==> src/clock_mode_pkg.sv <==
// Constants and types shared by the system clock mode control block
package clock_mode_pkg;
    // Register bus
    localparam int AXI_ADDR_W = 4;
    localparam logic [AXI_ADDR_W-1:0] CTL_OFFS = 4'h0;
    localparam logic [AXI_ADDR_W-1:0] STAT_OFFS = 4'h4;
    localparam logic [1:0] RESP_OKAY = 2'h0;
    localparam logic [1:0] RESP_SLVERR = 2'h2;
    localparam int CTL_W = 16;
    localparam int BYTE_W = 8;
    localparam int CTL_LANES = 2;

    // Field positions of clock_control_reg
    localparam int CTL_STOP_XTAL = 0;
    localparam int CTL_VCO_HALT_CTL = 1;
    localparam int CTL_SYS_SEL = 2;
    localparam int CTL_PLL_SEL_LO = 3;
    localparam int CTL_WAKE_SRC_LO = 5;
    localparam int CTL_WAKE_POL = 7;
    localparam int CTL_DIV_LO = 8;
    localparam int DIV_W = 8;
    localparam int WAKE_SRC_N = 4;

    // Default: direct input, both oscillators running, divisor 1
    localparam logic [CTL_W-1:0] CTL_RESET = 16'h0100;

    // Status register bit positions
    localparam int STAT_CUR_SEL = 0;
    localparam int STAT_SWITCHING = 1;
    localparam int STAT_SLEEP = 2;
    localparam int STAT_SETTLED = 3;
    localparam int STAT_DIV_ERR = 4;

    // PLL arithmetic
    localparam int VCO_MULT_SHIFT = 2;
    localparam int VCO_MULT_W = DIV_W + VCO_MULT_SHIFT;
    localparam logic [DIV_W-1:0] DIV_MIN = 8'h01;
    localparam logic [DIV_W-1:0] DIV_MAX = 8'h9c;

    // PLL settling time
    localparam int CLK_HZ = 100_000_000;
    localparam int PLL_SETTLE_MS = 10;
    localparam int PLL_SETTLE_CYC_DEF = PLL_SETTLE_MS * (CLK_HZ / 1000);
    localparam int SETTLE_W = 20;

    typedef enum logic [1:0] {
        PLL_OUT_VCO,
        PLL_OUT_DIV2,
        PLL_OUT_DIV4,
        PLL_OUT_XTAL_X2
    } pll_out_sel_t;

    typedef enum logic [1:0] {
        SW_RUN,
        SW_OFF,
        SW_ON,
        SW_SLEEP
    } sw_state_t;
endpackage : clock_mode_pkg

==> src/system_clock_mode_control.sv <==
// System clock source selection, oscillator control and sleep wake-up
// Behaviour
// - Software sets clock mode anytime via register
// - Reset and wake clear source select
// - Default leaves crystal and VCO running
// - External direct: select 0, both oscillators stopped
// - Crystal direct: crystal runs, select 0
// - PLL mode: crystal feeds PLL, PLL clocks core
// - VCO runs at four times divisor times input
// - PLL output select offers four choices
// - All three controls set enters deep sleep
// - Chosen trigger at set polarity wakes, restarts
module system_clock_mode_control
    import clock_mode_pkg::*;
#(
    parameter int PLL_SETTLE_CYC = PLL_SETTLE_CYC_DEF
) (
    input wire logic i_sys_clk,
    input wire logic i_resetn,
    input wire logic i_s_axi_awvalid,
    output logic o_s_axi_awready,
    input wire logic [AXI_ADDR_W-1:0] i_s_axi_awaddr,
    input wire logic i_s_axi_wvalid,
    output logic o_s_axi_wready,
    input wire logic [31:0] i_s_axi_wdata,
    input wire logic [3:0] i_s_axi_wstrb,
    output logic o_s_axi_bvalid,
    input wire logic i_s_axi_bready,
    output logic [1:0] o_s_axi_bresp,
    input wire logic i_s_axi_arvalid,
    output logic o_s_axi_arready,
    input wire logic [AXI_ADDR_W-1:0] i_s_axi_araddr,
    output logic o_s_axi_rvalid,
    input wire logic i_s_axi_rready,
    output logic [31:0] o_s_axi_rdata,
    output logic [1:0] o_s_axi_rresp,
    input wire logic i_clock_input_pin,
    input wire logic i_vco_clk,
    input wire logic i_xtal_x2_clk,
    input wire logic [WAKE_SRC_N-1:0] i_wake_src,
    output logic o_core_clk,
    output logic o_xtal_run,
    output logic o_vco_run,
    output logic o_pll_feed_xtal,
    output logic [VCO_MULT_W-1:0] o_vco_mult,
    output logic [1:0] o_pll_out_sel,
    output logic o_wake_reset,
    output logic o_clk_switching
);
    typedef struct packed {
        logic [CTL_W-1:0] ctl;
        logic aw_got;
        logic [AXI_ADDR_W-1:0] awaddr;
        logic w_got;
        logic [CTL_W-1:0] wdata;
        logic [CTL_LANES-1:0] wstrb;
        logic bvalid;
        logic [1:0] bresp;
        logic rvalid;
        logic [31:0] rdata;
        logic [1:0] rresp;
        sw_state_t st;
        logic cur_sel;
        logic gated;
        logic core_clk;
        logic pin_q;
        logic vco_q;
        logic x2_q;
        logic div2;
        logic div2_q;
        logic div4;
        logic wake_q;
        logic wake_rst;
        logic [SETTLE_W-1:0] settle_cnt;
        logic settled;
    } state_t;

    localparam state_t STATE_RST = '{ctl: CTL_RESET, st: SW_RUN, default: '0};

    state_t r_r;
    state_t r_nxt;

    // True when a level has just moved to the given polarity
    function automatic logic toggled_to(input logic prev, input logic now,
                                        input logic pol);
        toggled_to = (prev != pol) && (now == pol);
    endfunction : toggled_to

    logic [DIV_W-1:0] divisor;
    logic [1:0] pll_sel;
    logic [1:0] wake_idx;
    logic wake_lvl;
    logic wake_hit;
    logic target;
    logic sleep_req;
    logic pll_out;
    logic cur_lvl;
    logic new_lvl;
    logic div_err;

    always_comb begin
        divisor = r_r.ctl[CTL_DIV_LO +: DIV_W];
        pll_sel = r_r.ctl[CTL_PLL_SEL_LO +: 2];
        wake_idx = r_r.ctl[CTL_WAKE_SRC_LO +: 2];
        wake_lvl = i_wake_src[wake_idx];
        wake_hit = toggled_to(r_r.wake_q, wake_lvl, r_r.ctl[CTL_WAKE_POL]);
        target = r_r.ctl[CTL_SYS_SEL];
        sleep_req = r_r.ctl[CTL_STOP_XTAL] && r_r.ctl[CTL_VCO_HALT_CTL] && target;
        div_err = (divisor < DIV_MIN) || (divisor > DIV_MAX);
        unique case (pll_out_sel_t'(pll_sel))
            PLL_OUT_VCO: pll_out = r_r.vco_q;
            PLL_OUT_DIV2: pll_out = r_r.div2;
            PLL_OUT_DIV4: pll_out = r_r.div4;
            PLL_OUT_XTAL_X2: pll_out = r_r.x2_q;
        endcase
        cur_lvl = r_r.cur_sel ? pll_out : r_r.pin_q;
        new_lvl = target ? pll_out : r_r.pin_q;
    end

    always_comb begin
        r_nxt = r_r;
        r_nxt.wake_rst = 1'b0;
        r_nxt.pin_q = i_clock_input_pin;
        r_nxt.vco_q = i_vco_clk;
        r_nxt.x2_q = i_xtal_x2_clk;
        r_nxt.wake_q = wake_lvl;
        // Divide chain runs off sampled VCO edges
        if (toggled_to(r_r.vco_q, i_vco_clk, 1'b1)) begin
            r_nxt.div2 = ~r_r.div2;
        end
        r_nxt.div2_q = r_r.div2;
        if (toggled_to(r_r.div2_q, r_r.div2, 1'b1)) begin
            r_nxt.div4 = ~r_r.div4;
        end

        // Write channels, address and data in either order
        if (i_s_axi_awvalid && o_s_axi_awready) begin
            r_nxt.aw_got = 1'b1;
            r_nxt.awaddr = i_s_axi_awaddr;
        end
        if (i_s_axi_wvalid && o_s_axi_wready) begin
            r_nxt.w_got = 1'b1;
            r_nxt.wdata = i_s_axi_wdata[CTL_W-1:0];
            r_nxt.wstrb = i_s_axi_wstrb[CTL_LANES-1:0];
        end
        if (r_r.aw_got && r_r.w_got) begin
            r_nxt.aw_got = 1'b0;
            r_nxt.w_got = 1'b0;
            r_nxt.bvalid = 1'b1;
            r_nxt.bresp = RESP_OKAY;
            if (r_r.awaddr == CTL_OFFS) begin
                // Accepted in any state, the switch logic follows on its own
                for (int b = 0; b < CTL_LANES; b++) begin
                    if (r_r.wstrb[b]) begin
                        r_nxt.ctl[b*BYTE_W +: BYTE_W] = r_r.wdata[b*BYTE_W +: BYTE_W];
                    end
                end
            end else if (r_r.awaddr != STAT_OFFS) begin
                r_nxt.bresp = RESP_SLVERR;
            end
        end
        if (r_r.bvalid && i_s_axi_bready) begin
            r_nxt.bvalid = 1'b0;
        end

        // Read channel
        if (i_s_axi_arvalid && o_s_axi_arready) begin
            r_nxt.rvalid = 1'b1;
            r_nxt.rdata = '0;
            r_nxt.rresp = RESP_OKAY;
            if (i_s_axi_araddr == CTL_OFFS) begin
                r_nxt.rdata[CTL_W-1:0] = r_r.ctl;
            end else if (i_s_axi_araddr == STAT_OFFS) begin
                r_nxt.rdata[STAT_CUR_SEL] = r_r.cur_sel;
                r_nxt.rdata[STAT_SWITCHING] = (r_r.st != SW_RUN);
                r_nxt.rdata[STAT_SLEEP] = (r_r.st == SW_SLEEP);
                r_nxt.rdata[STAT_SETTLED] = r_r.settled;
                r_nxt.rdata[STAT_DIV_ERR] = div_err;
            end else begin
                r_nxt.rresp = RESP_SLVERR;
            end
        end
        if (r_r.rvalid && i_s_axi_rready) begin
            r_nxt.rvalid = 1'b0;
        end

        // Settling timer only advises software, selection is never held off
        if (r_r.ctl[CTL_VCO_HALT_CTL]) begin
            r_nxt.settle_cnt = '0;
            r_nxt.settled = 1'b0;
        end else if (r_r.settle_cnt == SETTLE_W'(PLL_SETTLE_CYC - 1)) begin
            r_nxt.settled = 1'b1;
        end else begin
            r_nxt.settle_cnt = r_r.settle_cnt + 1'b1;
        end

        // Gate off only while the old source is low, reopen only while the
        // new one is low, so the core never sees a shortened phase
        unique case (r_r.st)
            SW_RUN: begin
                if (sleep_req || (target != r_r.cur_sel)) begin
                    r_nxt.st = SW_OFF;
                end
            end
            SW_OFF: begin
                if (!cur_lvl) begin
                    r_nxt.gated = 1'b1;
                    r_nxt.st = sleep_req ? SW_SLEEP : SW_ON;
                end
            end
            SW_ON: begin
                if (sleep_req) begin
                    r_nxt.st = SW_SLEEP;
                end else if (!new_lvl) begin
                    r_nxt.cur_sel = target;
                    r_nxt.gated = 1'b0;
                    r_nxt.st = SW_RUN;
                end
            end
            SW_SLEEP: begin
                if (wake_hit) begin
                    r_nxt.ctl = CTL_RESET;
                    r_nxt.wake_rst = 1'b1;
                    r_nxt.st = SW_ON;
                end else if (!sleep_req) begin
                    r_nxt.st = SW_ON;
                end
            end
        endcase
        r_nxt.core_clk = ~r_r.gated & cur_lvl;
    end

    always_ff @(posedge i_sys_clk or negedge i_resetn) begin
        if (!i_resetn) begin
            r_r <= STATE_RST;
        end else begin
            r_r <= r_nxt;
        end
    end

    assign o_s_axi_awready = ~r_r.aw_got & ~r_r.bvalid;
    assign o_s_axi_wready = ~r_r.w_got & ~r_r.bvalid;
    assign o_s_axi_bvalid = r_r.bvalid;
    assign o_s_axi_bresp = r_r.bresp;
    assign o_s_axi_arready = ~r_r.rvalid;
    assign o_s_axi_rvalid = r_r.rvalid;
    assign o_s_axi_rdata = r_r.rdata;
    assign o_s_axi_rresp = r_r.rresp;

    assign o_core_clk = r_r.core_clk;
    assign o_xtal_run = ~r_r.ctl[CTL_STOP_XTAL];
    assign o_vco_run = ~r_r.ctl[CTL_VCO_HALT_CTL];
    assign o_pll_feed_xtal = r_r.cur_sel;
    assign o_vco_mult = VCO_MULT_W'(divisor) << VCO_MULT_SHIFT;
    assign o_pll_out_sel = pll_sel;
    assign o_wake_reset = r_r.wake_rst;
    assign o_clk_switching = (r_r.st != SW_RUN);
endmodule : system_clock_mode_control

==> config.mk <==
export PLATFORM = sky130hd
export DESIGN_NAME = system_clock_mode_control
export DESIGN_NICKNAME = d
export VERILOG_FILES = /design/src/clock_mode_pkg.sv /design/src/system_clock_mode_control.sv
export SDC_FILE = /design/constraint.sdc
export NUM_CORES = 1
export LEC_CHECK = 0
export ABC_AREA = 1
export BUFFER_PORTS_ARGS = -buffer_cell sky130_fd_sc_hd__buf_2
export CAP_MARGIN = 5
export CORE_UTILIZATION = 48
export DETAILED_ROUTE_END_ITERATION = 10
export PLACE_DENSITY = 0.76
export SYNTH_ARGS = -nofsm -noshare
export SYNTH_HDL_FRONTEND = slang
export SYNTH_SLANG_ARGS = --single-unit
==> constraint.sdc <==
create_clock -name i_sys_clk -period 1.5 [get_ports i_sys_clk]
set_clock_uncertainty 0.2 [all_clocks]
set_input_delay 0 -clock i_sys_clk [delete_from_list [all_inputs] [get_ports i_sys_clk]]
set_output_delay 0 -clock i_sys_clk [all_outputs]
set_load 0.03 [all_outputs]
### Word-level counts from Yosys, hierarchy flattened

Index checks and enable logic that the tools add are counted.

* flip-flop bits (word level): 96
* bits of input ports: 58
* output and inout port bits: 59
* word-level logic and storage cells: 132

* add/sub/neg operators: 1
* magnitude comparators: 3
* equal/unequal tests: 19
* mux-type cells: 41
* bitwise operators: 16
* reductions and logical operators: 27

Operators by type and width (number)
* 16-bit 2-to-1 mux: 3
* 35-bit 2-to-1 mux: 1
* 21-bit 2-to-1 mux: 1
* 20-bit by 1-bit adder with 20-bit output (second input constant): 1
* 20-bit == test (second input constant): 1
* 20-bit 2-to-1 mux: 1
* 19-bit 2-to-1 mux: 1
* 2-bit 2-to-1 mux: 9
* 17-bit 2-to-1 mux: 1
* 8-bit 2-to-1 mux: 2
* 5-bit 2-to-1 mux: 3
* 2-bit nonzero test: 7
* 1-bit NOT: 13
* 1-bit 2-to-1 mux: 12
* 1-bit logical AND: 11
* 11-bit 2-to-1 mux: 1
* 2-bit inequality test (second input constant): 5
* 2-bit == test (second input constant): 4
* 8-bit greater-than comparator (second input constant): 1
* 4-bit zero test: 2
* 8-bit by 1-bit < comparator with 1-bit output (second input constant): 1
* 2-bit one-hot mux with 4 select lines: 1
* 4-bit AND reduction: 2
* 3-bit inequality test (second input constant): 2
* 15 further kinds: 21

### Depth between registers and ports, before layout

Gate-level depths: netlist of run 1.

* depth after elaboration: 7
* gate-level depth with buffers: 10
* gate-level depth less buffers: 10

### Worst setup path before layout of run 1

No wires, ideal clock.

* path kind: register to register
* start point: register r_r (netlist bit o_s_axi_bvalid)
* end point: register r_r[74] in the netlist's numbering
* setup time: 0.133 ns
* data arrival time: 1.688 ns
* data required time: 1.167 ns
* setup slack: -0.521 ns
* cell stages (with the launch flop): 6
* buffers on the path: 1
* period minus slack after synthesis: 2.021 ns
* cells stage by stage: dfrtp_1 -> nor2_1 -> nand2_1 -> clkbuf_1 -> nor2_1 -> a21oi_1

* longest elaborated chain between the ends: 3

Ends and longest elaborated chain
* start, declared: RTL line system_clock_mode_control.sv:80 `state_t r_r;`
* start signal, assigned: RTL line system_clock_mode_control.sv:237 `r_r <= r_nxt;`
* 1-bit NOT: RTL line system_clock_mode_control.sv:242 `assign o_s_axi_wready = ~r_r.w_got & ~r_r.bvalid;`
* 1-bit AND: RTL line system_clock_mode_control.sv:242
* net o_s_axi_wready: RTL line system_clock_mode_control.sv:24 `output logic o_s_axi_wready,`
* 1-bit logical AND: RTL line system_clock_mode_control.sv:141 `if (i_s_axi_wvalid && o_s_axi_wready) begin`

The timed path passes the listed nets, and every way through them passes these cells.
A chain may end at the register's enable or synchronous reset.

### Worst setup path after layout of run 1

* start point: register r_r[13] in the netlist's numbering
* end point: register r_r[1] in the netlist's numbering

* longest elaborated chain between the ends: 2

Ends and longest elaborated chain
* 20-bit == test: RTL line system_clock_mode_control.sv:191 `end else if (r_r.settle_cnt == SETTLE_W'(PLL_SETTLE_CYC - 1)) begin`
* 2-bit inequality test (no source line)

Every way passes these cells.

==> impl_metrics.ini, run 1 <==
[synthesis]
yosys.area_share.adder_pct = 0.267
ys.flop_type = dfrtp_1
synth_simple_gate_area_share_pct = 21.5
avgSynthCellArea_sq_um = 8.34
synthArstFlopShare_pct = 100
synth_top_family_by_area = simple AND/OR/NAND/NOR gates
yosys.cell_types.count = 40
synthMuxAreaShare_pct = 1.44
yosysWarnings = 0
synth_edf_count = 0
seq_area_frac_synth_pct = 50.2
syn_area_sq_mm = 0.00469
syn_inst = 562
synth_xor_xnor_area_share_pct = 1.12
synth-compound-area-share_pct = 9.63
ys_ff_latch = 94

[clock_tree]
clk_pin_slew_ns = 0.09
numCtsBuffers = 9
clock_sinks = 94
clk_latency_ns = 0.37
root_buffer = clkbuf_8
cts_tree = yes
clockBufferDepth = 2
cts_max_level = 3
postCtsHoldBufs = 39

[global_routing]
grt-ovfl-total = 0
grt_pass1_vias = 3816
antenna_found_initial = 0
grt_use_total_pct = 22.5
grt_pass1_wl_mm = 17.7
grt_max_degree = 39

[drt]
drt-initial-drc-count = 156
first_pass_iters = 5
routed_wl_mm = 11.1
drc = 0
viasPerCell = 4.87
drt-wirelength-per-cell_um = 13.3
vias = 4061
antenna_left = 0

[pwr]
powerDensity_mw_per_mm2 = 1560
ir_worst_vdd_mv = 1.17
p_leak_nw = 3.22

[floorplanning]
die_y_um = 101
start_util_pct = 50.0
die_w_um = 101
dieArea_sq_mm = 0.0102
core_sq_mm = 0.00937
num_rows = 35
pin_count = 117

[timing]
rsz0062_at_grt = yes
finalWorstSetupSlack_ns = -0.141
slew_violations = 0
min_period_ns = 1.64
fmax_mhz = 609
tightest_slew_ns = 0.585
fin_crit_sh_pct = 109
timing.hold.ws_ns = -0.174
setup_tns_ns = -1.57
slew_headroom_pct = 60.8
finalSetupViolCount = 28
hold_violations = 7

[final_layout]
layout-drive-gt1-share_pct = 33.8
nFillCells = 718
mostFrequentLayoutCells = nand2_1 (96), dfrtp_1 (87), buf_2 (74)
multiInputGateArea_sq_mm = 0.00194
antennaDiodeCount = 0
layout.cells.most_common = nand2_1
regArea_sq_mm = 0.00236
fin_nets = 759
fin_util_pct = 66.4
synthToLayoutAreaGrowth_pct = 32.8

[setup_path]
critPathCaptureType = register
crit_type = register to register
critPathLaunchType = register
path_max_fanout = 5
required_ns = 1.58
cp.arrival_ns = 1.72

[flow_run]
maxCapViolations = 0

[worst_hold_path]
min_path_type = primary input to register

[outcome]
status = complete, but fails checks
violations = hold timing, setup timing

[placement]
dp_slack_ns = -0.105
port_buffers = 78
place_congestion = 0.833
dp.final_hpwl_mm = 7.32
-- metrics by stage --
| stage | instance area (sq um) | total power, mW | instances | hold WS (ns) |
|---|---|---|---|---|
| 2_1_floorplan | 4800 | 6.19 | 581 | -0.496 |
| 3_3_place_gp | 5220 | 6.95 | 761 | -0.314 |
| 3_5_place_dp | 5220 | 7.12 | 761 | -0.315 |
| 4_1_cts | 5980 | 9.33 | 824 | -0.173 |
| 5_1_grt | 6230 | 10.3 | 834 | -0.152 |
| 6_report | 6230 | 9.70 | 834 | -0.174 |
-- flip-flops by register name, indices dropped and copies added, names as in the netlist, 2 cells and up --
signal	cells
o_pll_out_sel	2
r_r	60
o_vco_mult	8
o_s_axi_rdata	16
-- layer usage --
metal,track usage (%),wire length [um],up-vias
met5,0,0,-
met4,8.14,204,0
met3,4.85,560,25
met2,37.5,5620,134
met1,29.0,4720,1906
li1,-,-,1996
-- final timing paths --
path	start	end	slack, ns	cells after the start
worst min-delay path	i_s_axi_araddr[1]	o_s_axi_rresp[1]	-0.17	4
worst min register to register	r_r[30]	o_core_clk	0.24	1
min in group asynchronous	i_resetn	r_r[24]	0.49	3
worst max register to register	r_r[13]	r_r[1]	-0.14	5
worst max-delay path	r_r[13]	r_r[1]	-0.14	5
max in group asynchronous	i_resetn	o_vco_mult[2]	0.13	4
-- logic make-up (layout without fill, tap and decap cells) --
family,after synthesis,count (layout)
flip-flops,94,94
adder cells (fa/ha/maj),1,1
buffers and inverters,144,266
multiplexers,6,6
AND/OR/NAND/NOR,223,225
AO/OA/AOI/OAI,87,87
other,1,20
XOR/XNOR,6,6
-- critical path, stage by stage, from the launching register on --
cell	delay, ns
dfrtp_1	0.44
nor2_1	0.12
nand3_1	0.07
nor2_1	0.24
nand4_1	0.28
o21ai_1	0.21
-- final cells by class --
class	instances	share of cell area (%)
clock buffer	10	2.21
timing repair buffer	164	19.4
multi-input combinational	345	31.2
sequential	94	37.9
tap	129	2.59
clock inverter	6	1.51
inverter	86	5.23
-- synth_stat cells, types with 2 or more instances --
master | instances | area, sq um
nand2_1 | 117 | 439
dfrtp_1 | 93 | 2330
inv_1 | 77 | 289
buf_4 | 48 | 360
nor2_1 | 46 | 173
a21oi_1 | 32 | 160
o21ai_1 | 32 | 160
nand3_1 | 28 | 140
o21ai_0 | 16 | 80.1
nor3_1 | 12 | 60.1
inv_2 | 7 | 26.3
mux2_2 | 6 | 67.6
clkbuf_1 | 4 | 15.0
nand4_1 | 4 | 25.0
buf_2 | 3 | 15.0
nand4_2 | 3 | 37.5
xnor2_1 | 3 | 26.3
xor2_1 | 3 | 26.3
a31oi_1 | 2 | 12.5
buf_6 | 2 | 22.5
clkinv_1 | 2 | 7.51
nand3_2 | 2 | 20.0
nor3_2 | 2 | 20.0
or2_2 | 2 | 12.5
-- report_power, final --
group / total (mW) / switching (mW) / leakage [nW] / internal [mW]
registers: 3.83 / 0.570 / 1.18 / 3.26
logic: 3.96 / 2.36 / 1.93 / 1.59
clock network: 1.92 / 0.921 / 0.113 / 0.996
-- timing repair --
item                                   CTS  global route
gates cloned                             2             0
setup endpoints to repair               33            44
gates resized for setup                 20            63
pin swaps                                7            13
endpoints found under the hold margin  142             6
setup buffers                            6            10
Note: power is estimated with default switching activity, not from simulation.
==> run 2: changes to the inputs <==
==> constraint.sdc (replaced) <==
create_clock -name i_sys_clk -period 1.5 [get_ports i_sys_clk]
set_clock_uncertainty 0.2 [all_clocks]
set_input_delay 0.075 -clock i_sys_clk [delete_from_list [all_inputs] [get_ports i_sys_clk]]
set_output_delay 0.075 -clock i_sys_clk [all_outputs]
set_load 0.03 [all_outputs]
==> impl_metrics.ini, run 2 (synthesized netlist as in run 1, its figures left out) <==
[setup_path]
slowest_stage = dfrtp_1
path_max_fanout = 4
timing.rr.end = r_r[11]
ff2ff_setup_slack_ns = -0.20
timing.rr.start = r_r[2]
crit_type = register to register
cp.arrival_ns = 1.75
reg2regPathDepth = 7
cp_num_buf_inv = 1
path_cells = ha_4 > nand3_4 > nor3_4 > buf_4 > nand2_1 > o21ai_1 > a21oi_1
critical_path.top_delay_family = simple AND/OR/NAND/NOR gates
critPathCaptureType = register
cpPeakStageDelay_ns = 0.41
critPathLaunchType = register
required_ns = 1.56

[clock_tree]
numCtsBuffers = 9
clockBufferDepth = 2
root_buffer = clkbuf_8
clk_pin_slew_ns = 0.10
cts_tree = yes
clk_latency_ns = 0.37
clock_sinks = 94
postCtsHoldBufs = 38
cts_max_level = 3

[floorplanning]
pin_count = 117
dieArea_sq_mm = 0.0102
start_util_pct = 50.0
die_w_um = 101
num_rows = 35
core_sq_mm = 0.00937
die_y_um = 101

[final_layout]
layout-drive-gt1-share_pct = 35.2
synthToLayoutAreaGrowth_pct = 34.5
nFillCells = 708
antennaDiodeCount = 0
mostFrequentLayoutCells = nand2_1 (96), dfrtp_1 (86), buf_2 (73)
final_cells = 836
fin_nets = 761
regMostFlops = r_r
largest_reg_flops = 60
layout.cells.most_common = nand2_1

[timing]
slew_violations = 0
min_period_ns = 1.70
finalWorstSetupSlack_ns = -0.197
hold_violations = 2
setup_tns_ns = -3.09
fmax_mhz = 589
rsz0062_at_grt = yes
fin_crit_sh_pct = 113
timing.hold.ws_ns = -0.103
finalSetupViolCount = 36

[drt]
viasPerCell = 4.97
drt-wirelength-per-cell_um = 13.9
drt-initial-drc-count = 205
first_pass_iters = 5
routed_wl_mm = 11.7
vias = 4157
drc = 0
antenna_left = 0

[pwr]
powerDensity_mw_per_mm2 = 1540
total_power_mw = 9.74
p_leak_nw = 3.25
ir_worst_vdd_mv = 0.968

[worst_hold_path]
hold_end = o_s_axi_rresp[1]
hold_start = i_s_axi_araddr[1]
min_path_type = primary input to register
whs_path_depth = 4

[global_routing]
grt_pass1_wl_mm = 17.8
grt_use_total_pct = 22.6
antenna_found_initial = 0
grt_max_degree = 42
grt_pass1_vias = 3848
grt-ovfl-total = 0

[placement]
dp_slack_ns = -0.0833
place_congestion = 0.847
dp.final_hpwl_mm = 7.23
port_buffers = 78
dp.cells = 759

[flow_run]
maxCapViolations = 0

[outcome]
status = complete, but fails checks
violations = hold timing, setup timing
run 2: cell count changes in the layout (fill, tap and decap cells not counted), sizes merged:
cell / before / now
clkinv: 4 / 3
inv: 85 / 88
buf: 124 / 127
bufinv: 2 / 0
dlygate4sd3: 39 / 38
run 2: repair_timing:
item / 4_1_cts / 5_1_grt
gates resized for setup: 17 / 87
cloned: 2 / 0
hold endpoints to repair: 142 / 2
setup buffers: 8 / 13
pin swaps: 6 / 23
endpoints found under the setup margin: 38 / 46
run 2: metal layers:
layer	vias up	global-route usage (%)	part of all wire (%)
li1	1990	-	-
met1	1996	29.2	40
met2	148	37.9	52
met3	23	3.95	5.6
met4	0	9.14	2.2
met5	-	0	0
run 2: cell type report:
class | count | area, sq um | share of cell area (%)
clock buffers | 10 | 138 | 2.18
clock inverters | 6 | 51.3 | 0.813
inverters | 86 | 328 | 5.20
multi-input cells | 345 | 2010 | 31.8
flip-flops and latches | 94 | 2360 | 37.5
well taps | 129 | 161 | 2.56
repair buffers | 166 | 1260 | 20.0
run 2: through the flow:
stage | cell area [sq um] | util [%]
5_1_grt | 6310 | 67.3
3_3_place_gp | 5220 | 55.7
6_report | 6310 | 67.3
2_1_floorplan | 4800 | -
3_5_place_dp | 5220 | 55.7
4_1_cts | 5930 | 63.3
run 2: worst max path at each step:
stage / slack (ns) / from / end / depth (start not counted)
final: -0.20 / r_r[2] / r_r[11] / 7
after global routing: -0.25 / r_r[2] / r_r[11] / 7
after CTS: -0.1 / r_r[1] / r_r[17] / 6
after detailed placement: -0.08 / r_r[1] / r_r[17] / 6
after global placement: -0.04 / r_r[1] / r_r[19] / 6
after floorplan: -0.07 / r_r[1] / r_r[15] / 6
run 2: power by group:
group | switching [mW] | internal, mW
Clock | 0.966 | 0.676
Sequential | 0.626 | 3.26
Combinational | 2.48 | 1.73
Total | 4.07 | 5.66
run 2: worst reg2reg max path: cells and delay by family, from the launching register on:
kind	cells	cell delay, ns
AO/OA/AOI/OAI	2	0.18
adder cells (fa/ha/maj)	1	0.17
buffers and inverters	1	0.18
flip-flops	1	0.41
AND/OR/NAND/NOR	3	0.45
==> run 3: changes to the inputs <==
--- a/config.mk
+++ b/config.mk
@@ -10,7 +10,7 @@
 export CAP_MARGIN = 5
 export CORE_UTILIZATION = 48
 export DETAILED_ROUTE_END_ITERATION = 10
-export PLACE_DENSITY = 0.76
+export PLACE_DENSITY = 0.77
 export SYNTH_ARGS = -nofsm -noshare
 export SYNTH_HDL_FRONTEND = slang
 export SYNTH_SLANG_ARGS = --single-unit
==> impl_metrics.ini, run 3 (synthesized netlist as in run 1, its figures left out) <==
[setup_path]
critPathCaptureType = register
crit_type = register to register
critPathLaunchType = register
required_ns = 1.56
slowest_stage = dfrtp_1
cpPeakStageDelay_ns = 0.42
path_max_fanout = 6
path_cells = nand2_1 > nor3_4 > nand4_1 > nor2_1 > nor3b_2
cp.arrival_ns = 1.79

[drt]
vias = 4160
viasPerCell = 4.99
first_pass_iters = 4
drt-initial-drc-count = 222
drc = 0
antenna_left = 0
drt-wirelength-per-cell_um = 14.1
routed_wl_mm = 11.7

[final_layout]
mostFrequentLayoutCells = nand2_1 (96), dfrtp_1 (87), buf_2 (73)
synthToLayoutAreaGrowth_pct = 34.1
fin_area_sq_mm = 0.00629
nFillCells = 705
antennaDiodeCount = 0
regMostFlops = r_r
layout.cells.most_common = nand2_1
final_cells = 833
layout-drive-gt1-share_pct = 34.5
fin_nets = 758
largest_reg_flops = 60

[clock_tree]
clk_pin_slew_ns = 0.10
clk_latency_ns = 0.37
clockBufferDepth = 2
clock_sinks = 94
root_buffer = clkbuf_8
cts_max_level = 3
numCtsBuffers = 9
postCtsHoldBufs = 38
cts_tree = yes

[global_routing]
antenna_found_initial = 0
grt_use_total_pct = 22.3
grt_pass1_wl_mm = 17.4
grt_pass1_vias = 3763
grt-ovfl-total = 0
grt_max_degree = 36

[placement]
dp.final_hpwl_mm = 7.19
port_buffers = 78
place_congestion = 0.857
dp.cells = 756
place_area_sq_mm = 0.00519

[timing]
timing.hold.ws_ns = -0.116
fmax_mhz = 577
min_period_ns = 1.73
finalWorstSetupSlack_ns = -0.234
slew_violations = 0
hold_violations = 7
fin_crit_sh_pct = 116
rsz0062_at_grt = yes
finalSetupViolCount = 27

[floorplanning]
pin_count = 117
core_sq_mm = 0.00937
die_w_um = 101
die_y_um = 101
start_util_pct = 50.0
num_rows = 35
dieArea_sq_mm = 0.0102

[pwr]
ir_worst_vdd_mv = 0.936
p_leak_nw = 3.25
powerDensity_mw_per_mm2 = 1590

[worst_hold_path]
min_path_type = primary input to register

[outcome]
violations = hold timing, setup timing
status = complete, but fails checks

[flow_run]
maxCapViolations = 0
==> run 3: changes by cell type in the layout (fill, tap and decap cells not counted), moves of 3 or more <==
cell,delta
buf_6,-3
nand3_1,+5
inv_2,+3
o21ai_1,-4
nand3_2,-5
o21ai_2,+3
==> run 3: final timing paths <==
kind                                    from               end  slack, ns  depth (start not counted)
max                                   r_r[7]           r_r[19]      -0.23                          5
min                        i_s_axi_araddr[0]  o_s_axi_rresp[1]      -0.12                          4
max reg2reg                           r_r[7]           r_r[19]      -0.23                          5
min reg2reg                          r_r[30]        o_core_clk       0.24                          1
max in group asynchronous           i_resetn    o_s_axi_rvalid       0.16                          4
min in group asynchronous           i_resetn           r_r[91]       0.47                          3
==> run 3: what timing repair did <==
item                                   CTS  global route
resized for setup                       30            67
pin swaps                               12            16
cloned                                   2             0
buffers inserted                        10            12
endpoints found under the hold margin  142             3
setup endpoints to repair               40            87
==> run 3: worst max-delay path: cells and delay by family (launching register included) <==
| kind | cells | cell delay, ns |
|---|---|---|
| simple gates | 5 | 1.00 |
| flops | 1 | 0.42 |
==> run 3: cell type report <==
type                       instances  area (sq um)  area share [%]
tap                              129           161            2.57
sequential                        94          2360            37.6
timing repair buffer             163          1220            19.5
clock inverter                     6          97.6            1.55
multi-input combinational        345          1980            31.4
inverter                          86           329            5.23
clock buffer                      10           138            2.19
==> run 3: report_power, final <==
| group | switching [mW] | total (mW) | internal (mW) |
|---|---|---|---|
| registers | 0.594 | 3.85 | 3.26 |
| logic | 2.47 | 4.17 | 1.70 |
| clock network | 0.970 | 1.98 | 1.01 |
==> run 3: layer usage <==
metal / GRT usage (%) / share of wire, % / vias up / routed length, um
met5: 0 / 0 / - / 0
met4: 6.47 / 2.8 / 0 / 324
met3: 6.24 / 6.1 / 34 / 714
met2: 37.7 / 50 / 176 / 5910
met1: 27.9 / 41 / 1959 / 4790
li1: - / - / 1991 / -
==> run 3: per-stage QoR <==
step	worst slack (ns)	hold WS (ns)	power (mW)	setup TNS (ns)	util, %
floorplan	-0.0715	-0.421	6.19	-0.217	-
detailed placement	-0.109	-0.162	7.08	-1.95	55.4
finish	-0.234	-0.116	10.0	-1.91	67.1
CTS	-0.106	-0.121	9.47	-0.591	64.2
global route	-0.290	-0.112	10.6	-4.42	67.1
global placement	-0.0423	-0.167	6.91	-0.116	55.4
